===== src/hw/bcpl_pkg.sv =====
`default_nettype none

package bcpl_pkg;

   // Chip select count field encodings
   localparam logic [1:0] BCPL_CS_COUNT_NONE  = 2'h2;
   localparam logic [1:0] BCPL_CS_COUNT_TWO   = 2'h1;
   localparam logic [1:0] BCPL_CS_COUNT_THREE = 2'h0;
   localparam logic [1:0] BCPL_CS_COUNT_FIVE  = 2'h3;

   // Port 6 pin layout
   localparam int BCPL_NUM_CS       = 5;
   localparam int BCPL_PIN_HOLD     = 5;
   localparam int BCPL_PIN_HOLD_ACK = 6;
   localparam int BCPL_PIN_BUS_REQ  = 7;

   // Bit positions of the captured reset configuration
   localparam int BCPL_CFG_CS_COUNT_LSB = 0;

   // Timing counts
   localparam int BCPL_CLK_MHZ         = 50;
   localparam int BCPL_HOLD_DRIVE_NS   = 20;
   localparam int BCPL_HOLD_DRIVE_CYC  =
      (BCPL_HOLD_DRIVE_NS * BCPL_CLK_MHZ + 999) / 1000 < 1 ? 1 :
      (BCPL_HOLD_DRIVE_NS * BCPL_CLK_MHZ + 999) / 1000;

   // Reset values
   localparam logic [1:0] BCPL_CS_COUNT_RESET = BCPL_CS_COUNT_NONE;

endpackage : bcpl_pkg

`default_nettype wire


===== src/hw/bcpl_cs_count.sv =====
`timescale 1ns/10ps
`default_nettype none

// Decodes the chip select count field into a per-pin enable mask
module bcpl_cs_count
   import bcpl_pkg::*;
(
   input  wire logic [1:0]             chip_select_count_field,
   output logic      [BCPL_NUM_CS-1:0] cs_enable
);

   always_comb begin
      if (chip_select_count_field == BCPL_CS_COUNT_TWO) begin
         cs_enable = 5'h03;
      end else if (chip_select_count_field == BCPL_CS_COUNT_THREE) begin
         cs_enable = 5'h07;
      end else if (chip_select_count_field == BCPL_CS_COUNT_FIVE) begin
         cs_enable = 5'h1f;
      end else begin
         cs_enable = 5'h00;
      end
   end

endmodule : bcpl_cs_count

`default_nettype wire


===== src/hw/bcpl_top.sv =====
// Operation
// Capture chip select count at reset: 10 none, 01 two, 00 three, 11 five.
// Captured count field readable as read-only reset configuration.
// Three upper pins carry hold request, hold acknowledge, bus request.
// Chip select weak pull-ups always on during reset.
// In hold, pull-up on for chip selects in push/pull mode.
// Open drain chip select: no pull-up in hold; system provides one.
// Entering hold drives chip selects high one phase, then releases them.
// After reset configured chip selects take their function automatically.
// First chip select is push/pull directly after reset.
// Arbitration pins work only when arbitration enable bit set.
// Arbitration enabled: drive acknowledge and request, hold request input only.
// Address latch strobe pulses for every external bus cycle.
// With a bus active bit set, extended peripheral accesses pulse it too.
// Strobe quiet for internal accesses, and peripherals with no bus active.
// Read and write strobes high in reset, hold and peripheral accesses.
// Write strobe is general or low-byte paired with high-byte strobe.
// Ready ends ready-controlled cycles, synchronous or asynchronous evaluation.
// Ready ignored during programmed waitstates of a ready window.
// After reset fetch internal when access select high, external when low.
// Nonmaskable input sampled each cycle; transition raises trap, validates power-down.
// Reset output low from any reset until end-of-init executes.
// Oscillator watchdog active while its pin high; low bypasses it.
// Enabled chip select low while access hits its window, else high.
`timescale 1ns/10ps
`default_nettype none

module bcpl_top
   import bcpl_pkg::*;
#(
   parameter int NUM_CS = BCPL_NUM_CS
)
(
   input  wire logic              clk,
   input  wire logic              reset,
   // Reset configuration from the data port
   input  wire logic [1:0]        cfg_cs_count_in,
   input  wire logic              external_access_sel_n,
   // Software controls
   input  wire logic [NUM_CS-1:0] open_drain_ctrl,
   input  wire logic              arbitration_enable,
   input  wire logic [NUM_CS-1:0] bus_active_bit,
   input  wire logic              wr_split_mode,
   input  wire logic              end_init_instr,
   input  wire logic              soft_reset_instr,
   input  wire logic              watchdog_overflow,
   input  wire logic              power_down_instr,
   // Bus controller access requests
   input  wire logic              acc_start,
   input  wire logic              acc_external,
   input  wire logic              acc_xper,
   input  wire logic              acc_read,
   input  wire logic              acc_write,
   input  wire logic              acc_high_byte,
   input  wire logic              acc_low_byte,
   input  wire logic [NUM_CS-1:0] acc_window_hit,
   input  wire logic              acc_ready_ctrl,
   input  wire logic              acc_ready_async,
   input  wire logic              acc_in_waitstate,
   input  wire logic              acc_end,
   input  wire logic              hold_mode,
   input  wire logic              bus_request_int,
   // Pins
   input  wire logic              hold_req_in,
   input  wire logic              ready_in,
   input  wire logic              nmi_in,
   input  wire logic              osc_watchdog_en,
   // Chip select pins (four-signal form)
   output logic      [NUM_CS-1:0] cs_out_n,
   output logic      [NUM_CS-1:0] cs_oe,
   output logic      [NUM_CS-1:0] cs_pullup_en,
   output logic      [NUM_CS-1:0] cs_func_sel,
   // Arbitration pins
   output logic                   hold_ack_out,
   output logic                   hold_ack_oe,
   output logic                   bus_request_out,
   output logic                   bus_request_oe,
   output logic                   hold_pin_oe,
   output logic                   hold_req_sync,
   // Strobes
   output logic                   ale_out,
   output logic                   read_strobe_n,
   output logic                   write_strobe_n,
   output logic                   write_high_strobe_n,
   output logic                   strobe_pullup_en,
   // Status
   output logic [1:0]             reset_config_latch,
   output logic                   boot_internal,
   output logic                   ready_done,
   output logic                   nmi_trap,
   output logic                   power_down_ok,
   output logic                   reset_out_n,
   output logic                   osc_watchdog_active
);

   ////////////////////////////////////////////////////////////////////////
   // Reset configuration capture

   logic              cfg_pending_q;
   logic [1:0]        cs_count_q;
   logic [NUM_CS-1:0] cs_en;

   // Async reset loads constants; the pins are caught on the first edge after release
   always_ff @(posedge clk or posedge reset) begin
      if (reset) begin
         cfg_pending_q <= 1'b1;
         cs_count_q    <= BCPL_CS_COUNT_RESET;
         boot_internal <= 1'b1;
      end else if (cfg_pending_q) begin
         cfg_pending_q <= 1'b0;
         cs_count_q    <= cfg_cs_count_in;
         boot_internal <= external_access_sel_n;
      end
   end

   assign reset_config_latch = cs_count_q;

   bcpl_cs_count u_cs_count (
      .chip_select_count_field (cs_count_q),
      .cs_enable               (cs_en)
   );

   ////////////////////////////////////////////////////////////////////////
   // Chip select pins

   logic hold_q;
   logic hold_entry;
   logic [$clog2(BCPL_HOLD_DRIVE_CYC+1)-1:0] drive_cnt_q;

   always_ff @(posedge clk or posedge reset) begin
      if (reset) begin
         hold_q <= 1'b0;
      end else begin
         hold_q <= hold_mode;
      end
   end

   assign hold_entry = hold_mode && !hold_q;

   // Counts the forced-high phase after hold entry
   always_ff @(posedge clk or posedge reset) begin
      if (reset) begin
         drive_cnt_q <= '0;
      end else if (hold_entry) begin
         drive_cnt_q <= ($clog2(BCPL_HOLD_DRIVE_CYC+1))'(BCPL_HOLD_DRIVE_CYC);
      end else if (drive_cnt_q != '0) begin
         drive_cnt_q <= drive_cnt_q - 1'b1;
      end
   end

   always_ff @(posedge clk or posedge reset) begin
      if (reset) begin
         cs_out_n     <= '1;
         cs_oe        <= '0;
         cs_pullup_en <= '1;
         cs_func_sel  <= '0;
      end else begin
         // Function select follows the captured count with no port latch setup
         cs_func_sel <= cs_en;
         for (int i = 0; i < NUM_CS; i++) begin
            if (cfg_pending_q) begin
               cs_out_n[i]     <= 1'b1;
               cs_oe[i]        <= 1'b0;
               cs_pullup_en[i] <= 1'b1;
            end else if (hold_mode) begin
               cs_out_n[i]     <= 1'b1;
               // Brief active high avoids a slow pull-up rise during handover
               cs_oe[i]        <= cs_en[i] && (hold_entry || drive_cnt_q > 1);
               cs_pullup_en[i] <= cs_en[i] && !open_drain_ctrl[i];  // see
            end else begin
               cs_out_n[i]     <= !(cs_en[i] && acc_external && acc_window_hit[i]);
               // Open drain drives only while selecting; control bits reset to push/pull
               cs_oe[i]        <= cs_en[i] && (!open_drain_ctrl[i] ||
                                  (acc_external && acc_window_hit[i]));
               cs_pullup_en[i] <= 1'b0;
            end
         end
      end
   end

   ////////////////////////////////////////////////////////////////////////
   // Bus arbitration pins

   always_ff @(posedge clk or posedge reset) begin
      if (reset) begin
         hold_ack_out    <= 1'b1;
         hold_ack_oe     <= 1'b0;
         bus_request_out <= 1'b1;
         bus_request_oe  <= 1'b0;
         hold_pin_oe     <= 1'b0;
         hold_req_sync   <= 1'b0;
      end else begin
         hold_ack_oe     <= arbitration_enable;
         bus_request_oe  <= arbitration_enable;
         hold_pin_oe     <= 1'b0;
         hold_ack_out    <= !(arbitration_enable && hold_mode);      // see
         bus_request_out <= !(arbitration_enable && bus_request_int);// see
         hold_req_sync   <= arbitration_enable && !hold_req_in;
      end
   end

   ////////////////////////////////////////////////////////////////////////
   // Address latch and command strobes

   logic bus_on;
   logic ale_d;
   logic strobe_block;

   assign bus_on = |bus_active_bit;
   // Internal memory and registers never reach here as acc_external
   assign ale_d  = acc_start && (acc_external || (acc_xper && bus_on));  // see see
   assign strobe_block = cfg_pending_q || hold_mode || acc_xper || !acc_external;

   always_ff @(posedge clk or posedge reset) begin
      if (reset) begin
         ale_out             <= 1'b0;
         read_strobe_n       <= 1'b1;
         write_strobe_n      <= 1'b1;
         write_high_strobe_n <= 1'b1;
         strobe_pullup_en    <= 1'b1;
      end else begin
         ale_out          <= ale_d;
         strobe_pullup_en <= cfg_pending_q || hold_mode;
         if (strobe_block) begin
            read_strobe_n       <= 1'b1;
            write_strobe_n      <= 1'b1;
            write_high_strobe_n <= 1'b1;
         end else begin
            read_strobe_n <= !acc_read;
            if (wr_split_mode) begin
               write_strobe_n      <= !(acc_write && acc_low_byte);
               write_high_strobe_n <= !(acc_write && acc_high_byte);
            end else begin
               write_strobe_n      <= !acc_write;
               write_high_strobe_n <= 1'b1;
            end
         end
      end
   end

   ////////////////////////////////////////////////////////////////////////
   // Ready evaluation

   logic ready_s1_q;
   logic ready_s2_q;
   logic ready_eval;

   always_ff @(posedge clk or posedge reset) begin
      if (reset) begin
         ready_s1_q <= 1'b1;
         ready_s2_q <= 1'b1;
      end else begin
         ready_s1_q <= ready_in;
         ready_s2_q <= ready_s1_q;
      end
   end

   // Async mode pays two cycles of latency for metastability safety
   assign ready_eval = acc_ready_async ? !ready_s2_q : !ready_in;

   always_ff @(posedge clk or posedge reset) begin
      if (reset) begin
         ready_done <= 1'b0;
      end else begin
         ready_done <= acc_external && acc_ready_ctrl && !acc_in_waitstate
                       && ready_eval;                // see
      end
   end

   ////////////////////////////////////////////////////////////////////////
   // Nonmaskable interrupt, reset output, oscillator watchdog

   logic nmi_q;

   always_ff @(posedge clk or posedge reset) begin
      if (reset) begin
         nmi_q         <= 1'b1;
         nmi_trap      <= 1'b0;
         power_down_ok <= 1'b0;
      end else begin
         nmi_q         <= nmi_in;
         nmi_trap      <= nmi_q && !nmi_in;
         power_down_ok <= power_down_instr && !nmi_in;
      end
   end

   always_ff @(posedge clk or posedge reset) begin
      if (reset) begin
         reset_out_n <= 1'b0;
      end else if (soft_reset_instr || watchdog_overflow) begin
         reset_out_n <= 1'b0;
      end else if (end_init_instr) begin
         reset_out_n <= 1'b1;
      end
   end

   always_ff @(posedge clk or posedge reset) begin
      if (reset) begin
         osc_watchdog_active <= 1'b1;
      end else begin
         osc_watchdog_active <= osc_watchdog_en;
      end
   end

   ////////////////////////////////////////////////////////////////////////
   // Checks

   a_cs_reset_pullup: assert property (@(posedge clk) disable iff (reset)
      cfg_pending_q |=> cs_pullup_en == '1)
      else $error("chip select pull-ups off during reset");

   a_cs_hold_pullup: assert property (@(posedge clk) disable iff (reset)
      (hold_mode && !cfg_pending_q) |=> cs_pullup_en == $past(cs_en & ~open_drain_ctrl))
      else $error("hold pull-up mismatch");

   a_cs_hold_drive: assert property (@(posedge clk) disable iff (reset)
      (hold_entry && !cfg_pending_q && cs_en != '0) |=> (cs_oe != '0) ##1 (!hold_q || cs_oe == '0))
      else $error("hold entry drive phase wrong");

   a_arb_gate: assert property (@(posedge clk) disable iff (reset)
      !arbitration_enable |=> hold_ack_out && bus_request_out && !hold_ack_oe)
      else $error("arbitration pins active while disabled");

   a_ale_quiet: assert property (@(posedge clk) disable iff (reset)
      (acc_start && acc_xper && !acc_external && !bus_on) |=> !ale_out)
      else $error("address strobe in single chip peripheral access");

   a_strobe_hold: assert property (@(posedge clk) disable iff (reset)
      hold_mode |=> read_strobe_n && write_strobe_n && write_high_strobe_n)
      else $error("command strobe active in hold");

   a_ready_wait: assert property (@(posedge clk) disable iff (reset)
      acc_in_waitstate |=> !ready_done)
      else $error("ready taken during waitstate");

   a_nmi_edge: assert property (@(posedge clk) disable iff (reset)
      ($fell(nmi_in)) |=> nmi_trap)
      else $error("nmi transition missed");

   a_rst_out_hold: assert property (@(posedge clk) disable iff (reset)
      (!reset_out_n && !end_init_instr) |=> !reset_out_n)
      else $error("reset output released early");

   a_cfg_latch: assert property (@(posedge clk) disable iff (reset)
      cfg_pending_q |=> reset_config_latch == $past(cfg_cs_count_in) ##1 $stable(reset_config_latch))
      else $error("count field not captured");

endmodule : bcpl_top

`default_nettype wire


===== config.mk =====
export PLATFORM = sky130hd
export DESIGN_NAME = bcpl_top
export DESIGN_NICKNAME = d
export VERILOG_FILES = /design/src/hw/bcpl_pkg.sv /design/src/hw/bcpl_cs_count.sv /design/src/hw/bcpl_top.sv
export SDC_FILE = /design/constraint.sdc
export NUM_CORES = 1
export LEC_CHECK = 0
export BUFFER_PORTS_ARGS = -buffer_cell sky130_fd_sc_hd__buf_2
export CAP_MARGIN = 5
export CORE_MARGIN = 5
export CORE_UTILIZATION = 41
export CTS_CLUSTER_SIZE = 10
export DETAILED_ROUTE_END_ITERATION = 10
export PLACE_DENSITY = 0.84
export REMOVE_ABC_BUFFERS = 1
export SLEW_MARGIN = 20
export SYNTH_ARGS = -nofsm -noshare
export SYNTH_HDL_FRONTEND = slang
export SYNTH_HIERARCHICAL = 1
export SYNTH_SLANG_ARGS = --single-unit

===== constraint.sdc =====
create_clock -name clk -period 1.7 [get_ports clk]
set_clock_uncertainty 0.15 [all_clocks]
set_input_delay 0 -clock clk [delete_from_list [all_inputs] [get_ports clk]]
set_output_delay 0 -clock clk [all_outputs]
set_load 0.005 [all_outputs]

* Word level (Yosys, flattened, before mapping) *
Cells that the tools add are included.

word-level totals
  bits of input ports = 43
  logic and storage cells = 147
  flip-flop bits (word level) = 42

operators by class
  equal/unequal tests = 2
  multiplexer cells = 41
  reduce and logical (&&, ||, !) cells = 79

operators with widths
  cell                                                             count
  1-bit logical AND                                                43
  1-bit two-way mux                                                38
  1-bit zero test                                                  23
  5-bit two-way mux                                                3
  1-bit logical OR                                                 10
  5-bit OR reduction                                               1
  2-bit by 1-bit == test with 1-bit output, second input constant  1
  2-bit == test, second input constant                             1
  2-bit zero test                                                  1
  2-bit nonzero test                                               1

* Depth between registers and ports, before layout *
  word-level depth = 9
  mapped depth = 5
  mapped depth without buffers = 4

* Hierarchy *
The synthesis kept the hierarchy.

by module, submodules not included
  module         cells each  times used  area each (um^2)
  bcpl_top       98          1           1453.9
  bcpl_cs_count  6           1           47.5

* Least setup slack after synthesis *
No wires, ideal clock.

  path type = flip-flop to flip-flop
  start point = register cs_count_q[1], in the netlist reset_config_latch[1]
  end point = register cs_pullup_en[1]
  period minus slack after synthesis = 1.323 ns
  arrival time = 1.095 ns
  path buffers = 1
  setup time = 0.078 ns
  path slack = 0.377 ns
  stages on the path, launching flop included = 5
  path through = dfstp_2 ha_1 inv_1 buf_4 a31o_2

on the way
  cells in the longest elaborated chain, start to end = 7
  elaborated cells between the ends (all ways) = 9
  classes of those cells = eq/ne: 2; mux: 5; reduce/logical: 2

RTL lines
  item                           RTL line             RTL
  start, declared                bcpl_top.sv:100      logic [1:0] cs_count_q;
  start signal, assigned         bcpl_top.sv:111      cs_count_q <= cfg_cs_count_in;
  2-bit == test                  bcpl_cs_count.sv:17  end else if (chip_select_count_field == BCPL_CS_COUNT_FIVE) begin
  5-bit two-way mux              bcpl_cs_count.sv:17
  5-bit two-way mux              bcpl_cs_count.sv:15  end else if (chip_select_count_field == BCPL_CS_COUNT_THREE) begin
  5-bit two-way mux *            bcpl_cs_count.sv:13  if (chip_select_count_field == BCPL_CS_COUNT_TWO) begin
  named net cs_en[1]             bcpl_top.sv:101      logic [NUM_CS-1:0] cs_en;
  1-bit logical AND *            bcpl_top.sv:169      cs_pullup_en[i] <= cs_en[i] && !open_drain_ctrl[i];
  1-bit two-way mux *            bcpl_top.sv:165      end else if (hold_mode) begin
  1-bit two-way mux *            bcpl_top.sv:161      if (cfg_pending_q) begin
  end signal, assigned by index  bcpl_top.sv:169
  end, declared                  bcpl_top.sv:71       output logic [NUM_CS-1:0] cs_pullup_en,

The timed path passes the listed nets; every way through them passes the cells marked *.
A chain may end at the register's enable or synchronous reset.

* Final worst setup path *
  start point = input hold_mode
  end point = register read_strobe_n

on the way
  cells in the longest elaborated chain, start to end = 4

RTL lines
  item                           RTL line         RTL
  start, declared                bcpl_top.sv:61   input wire logic hold_mode,
  1-bit logical OR (3 in a row)  bcpl_top.sv:212  assign strobe_block = cfg_pending_q || hold_mode || acc_xper || !acc_external;
  1-bit two-way mux              bcpl_top.sv:224  if (strobe_block) begin
  end signal, assigned           bcpl_top.sv:229  read_strobe_n <= !acc_read;
  end, declared                  bcpl_top.sv:82   output logic read_strobe_n,

No other way between the ends.

==> flow_metrics.py <==
metrics = {
    "pwr": {
        "p_int_mw": 1.58,
        "p_leak_nw": 1.20,
        "power_frac_comb": 0.151,
        "share_seq_of_total_power": 0.535,
        "power_frac_clock": 0.314,
        "ir_drop_mv": 0.370,
        "p_per_area_nw_per_um2": 842,
        "total_switching_power_mw": 0.489,
        "swShare": 0.236,
    },
    "synth": {
        "synth_flop_cell": "dfstp_2",
        "syn_area_per_cell_um2": 14.4,
        "yosysSeqAreaShare": 0.719,
        "synth_cell_types": 26,
        "synth_top_cells_by_area": "dfstp_2 (40%), dfrtp_1 (32%), o311a_1 (3.3%)",
        "yosys_warnings": 6,
        "synth_top_area_cell": "dfstp_2",
        "synth_edf_count": 0,
        "ys_seq_elements": 42,
        "netlist.area_leader.share": 0.403,
        "synth_cells": 104,
        "synthArstFlopShare": 1.00,
        "ys_top_cells_by_count": "dfstp_2 (23), dfrtp_1 (19), inv_1 (8), nand3_1 (6)",
        "yosysMostFrequentCell": "dfstp_2",
        "syn_area_um2": 1500,
    },
    "routing": {
        "first_iter_violations": 92,
        "routed_wl_mm": 4.60,
        "postRouteAntennaNets": 0,
        "wl_per_cell_um": 16.5,
        "viasPerCell": 4.74,
        "num_vias": 1317,
        "firstDrtPassIters": 4,
        "drc": 0,
    },
    "sta": {
        "fmax_mhz": 601,
        "period_share": 0.979,
        "fin_ws_ns": 0.0364,
        "fin_setup_tns_ns": 0,
        "hold_viol": 0,
        "setup_violations": 0,
        "slew_viol_final": 0,
        "timing.final.crit_period_ns": 1.66,
    },
    "clock_tree": {
        "path_clk_slew_ns": 0.07,
        "cts_tree": "done",
        "cts.sinks": 42,
        "cts_root_buffer": "clkbuf_8",
        "cts_max_level": 2,
        "clk_latency_ns": 0.29,
        "cts_buffer_depth": 2,
        "numCtsBuffers": 5,
    },
    "floorplan": {
        "core_area_um2": 3610,
        "die_w_um": 70.5,
        "num_io_pins": 82,
        "dieHeight_um": 70.5,
        "num_rows": 22,
        "initial_core_util": 0.416,
        "die_area_um2": 4970,
    },
    "cells_and_area": {
        "num-nets-final": 274,
        "register_area_um2": 1080,
        "fill_cells": 247,
        "postLayoutCellArea_um2": 2460,
        "multiInputGateArea_um2": 364,
        "syn_to_final_growth_pct": 63.8,
        "num_antenna_cells": 0,
        "final_util": 0.682,
        "layout-drive-gt1-share": 0.522,
    },
    "placement": {
        "place_area_um2": 1930,
        "portBuffers": 79,
        "dp_hpwl_mm": 2.46,
        "dp_slack_ns": 0.387,
        "finalWeightedCongestion": 0.712,
    },
    "grt": {
        "grt_start_max_net_pins": 43,
        "grt_pass1_wl_mm": 7.05,
        "grt_pass1_vias": 1399,
        "globalRouteTotalUtil": 0.189,
        "gr-total-overflow": 0,
        "antenna_found_initial": 0,
    },
    "worst_setup_path": {
        "crit_type": "input port to flip-flop",
        "startpoint_type": "input port",
        "crit_fanout": 11,
        "critPathCaptureType": "flip-flop",
        "crit_required_ns": 1.77,
        "arrival_ns": 1.73,
    },
    "status": {
        "status": "completed",
    },
    "hold_path": {
        "hp-class": "input port to flip-flop",
    },
    "job": {
        "maxCapViolCount": 0,
    },
}
## critical path: stages
cell and delay (ns):
dlygate4sd3_1 0.55, buf_2 0.22, nor4b_4 0.31, nand2_1 0.09
dlygate4sd3_1 0.56
## sequential cells by signal, indices dropped and copies added (netlist names), 2 cells and up
register	count
cs_out_n	5
cs_pullup_en	5
cs_oe	5
reset_config_latch	2
cs_func_sel	5
## path summary, 6_finish.rpt
kind                                         startpoint                         to  slack [ns]  depth (start not counted)
min in group asynchronous                         reset         cs_oe[0]$_DFF_PP0_        0.22                          4
worst max-delay path                          hold_mode    read_strobe_n$_DFF_PP1_        0.04                          5
worst max register to register  cfg_pending_q$_DFF_PP1_    read_strobe_n$_DFF_PP1_        0.06                          3
worst min-delay path                       acc_external      cs_out_n[4]$_DFF_PP1_        0.05                          3
worst min register to register     ready_s1_q$_DFF_PP1_       ready_s2_q$_DFF_PP1_        0.21                          0
max in group asynchronous                         reset  cs_pullup_en[3]$_DFF_PP1_        0.81                          4
## power groups by stage
| stage | Sequential [mW] | Clock (mW) | Combinational, mW |
|---|---|---|---|
| after floorplan | 1.13 | 0 | 0.0805 |
| after global placement | 1.12 | 0 | 0.221 |
| final | 1.11 | 0.650 | 0.313 |
| after detailed placement | 1.12 | 0 | 0.226 |
| after CTS | 1.11 | 0.657 | 0.299 |
| after global routing | 1.11 | 0.713 | 0.341 |
## metrics by stage
| step | power, mW | hold slack (ns) | instances |
|---|---|---|---|
| after detailed placement | 1.35 | -0.0352 | 227 |
| final | 2.07 | 0.0467 | 278 |
| after global placement | 1.34 | -0.0414 | 227 |
| after global routing | 2.17 | 0.0528 | 278 |
| after CTS | 2.06 | 0.00848 | 277 |
| after floorplan | 1.21 | -0.146 | 99 |
## routing by layer
metal / GRT usage / wire length, um / vias up
li1: - / - / 594
met1: 0.211 / 1730 / 642
met2: 0.326 / 2340 / 75
met3: 0.0662 / 446 / 6
met4: 0.0766 / 74 / 0
met5: 0 / 0 / -
## what timing repair did
action / CTS / global route
setup buffers: 0 / 1
gates resized for setup: 0 / 2
hold endpoints to repair: 53 / 0
endpoints found under the setup margin: 0 / 2
hold buffers: 42 / 0
## logic make-up (layout without fill, tap and decap cells)
| logic type | Yosys count | after routing | synth area share |
|---|---|---|---|
| and+or+nand+nor | 28 | 28 | 0.110 |
| other | 1 | 2 | 0.00250 |
| DFF | 42 | 42 | 0.719 |
| AOI/OAI and AO/OA | 13 | 13 | 0.0750 |
| muxes | 4 | 4 | 0.0300 |
| adders and majority gates | 2 | 2 | 0.0167 |
| buffers and inverters | 14 | 139 | 0.0467 |
## layout by cell type (no fill, tap or decap), drive strengths merged
cell          count
a21oi             2
a31o              5
and2              5
buf              81
clkbuf            7
clkinv            1
conb              2
dfrtp            19
dfstp            23
dlygate4sd3      41
dlymetal6s4s      1
ha                2
inv               8
mux2              4
nand2             4
nand2b            1
nand3             6
nand4             1
nor2              2
nor2b             3
nor3              2
nor3b             1
nor4              1
nor4b             1
o21ai             1
o311a             5
or2               1
## layout make-up
cell class	instances	area share
inverter	8	0.0122
timing repair buffer	123	0.339
tap	48	0.0244
clock buffer	7	0.0351
multi-input combinational	49	0.148
clock inverter	1	0.00204
sequential	42	0.439
Power figures use the tool's default switching activity.
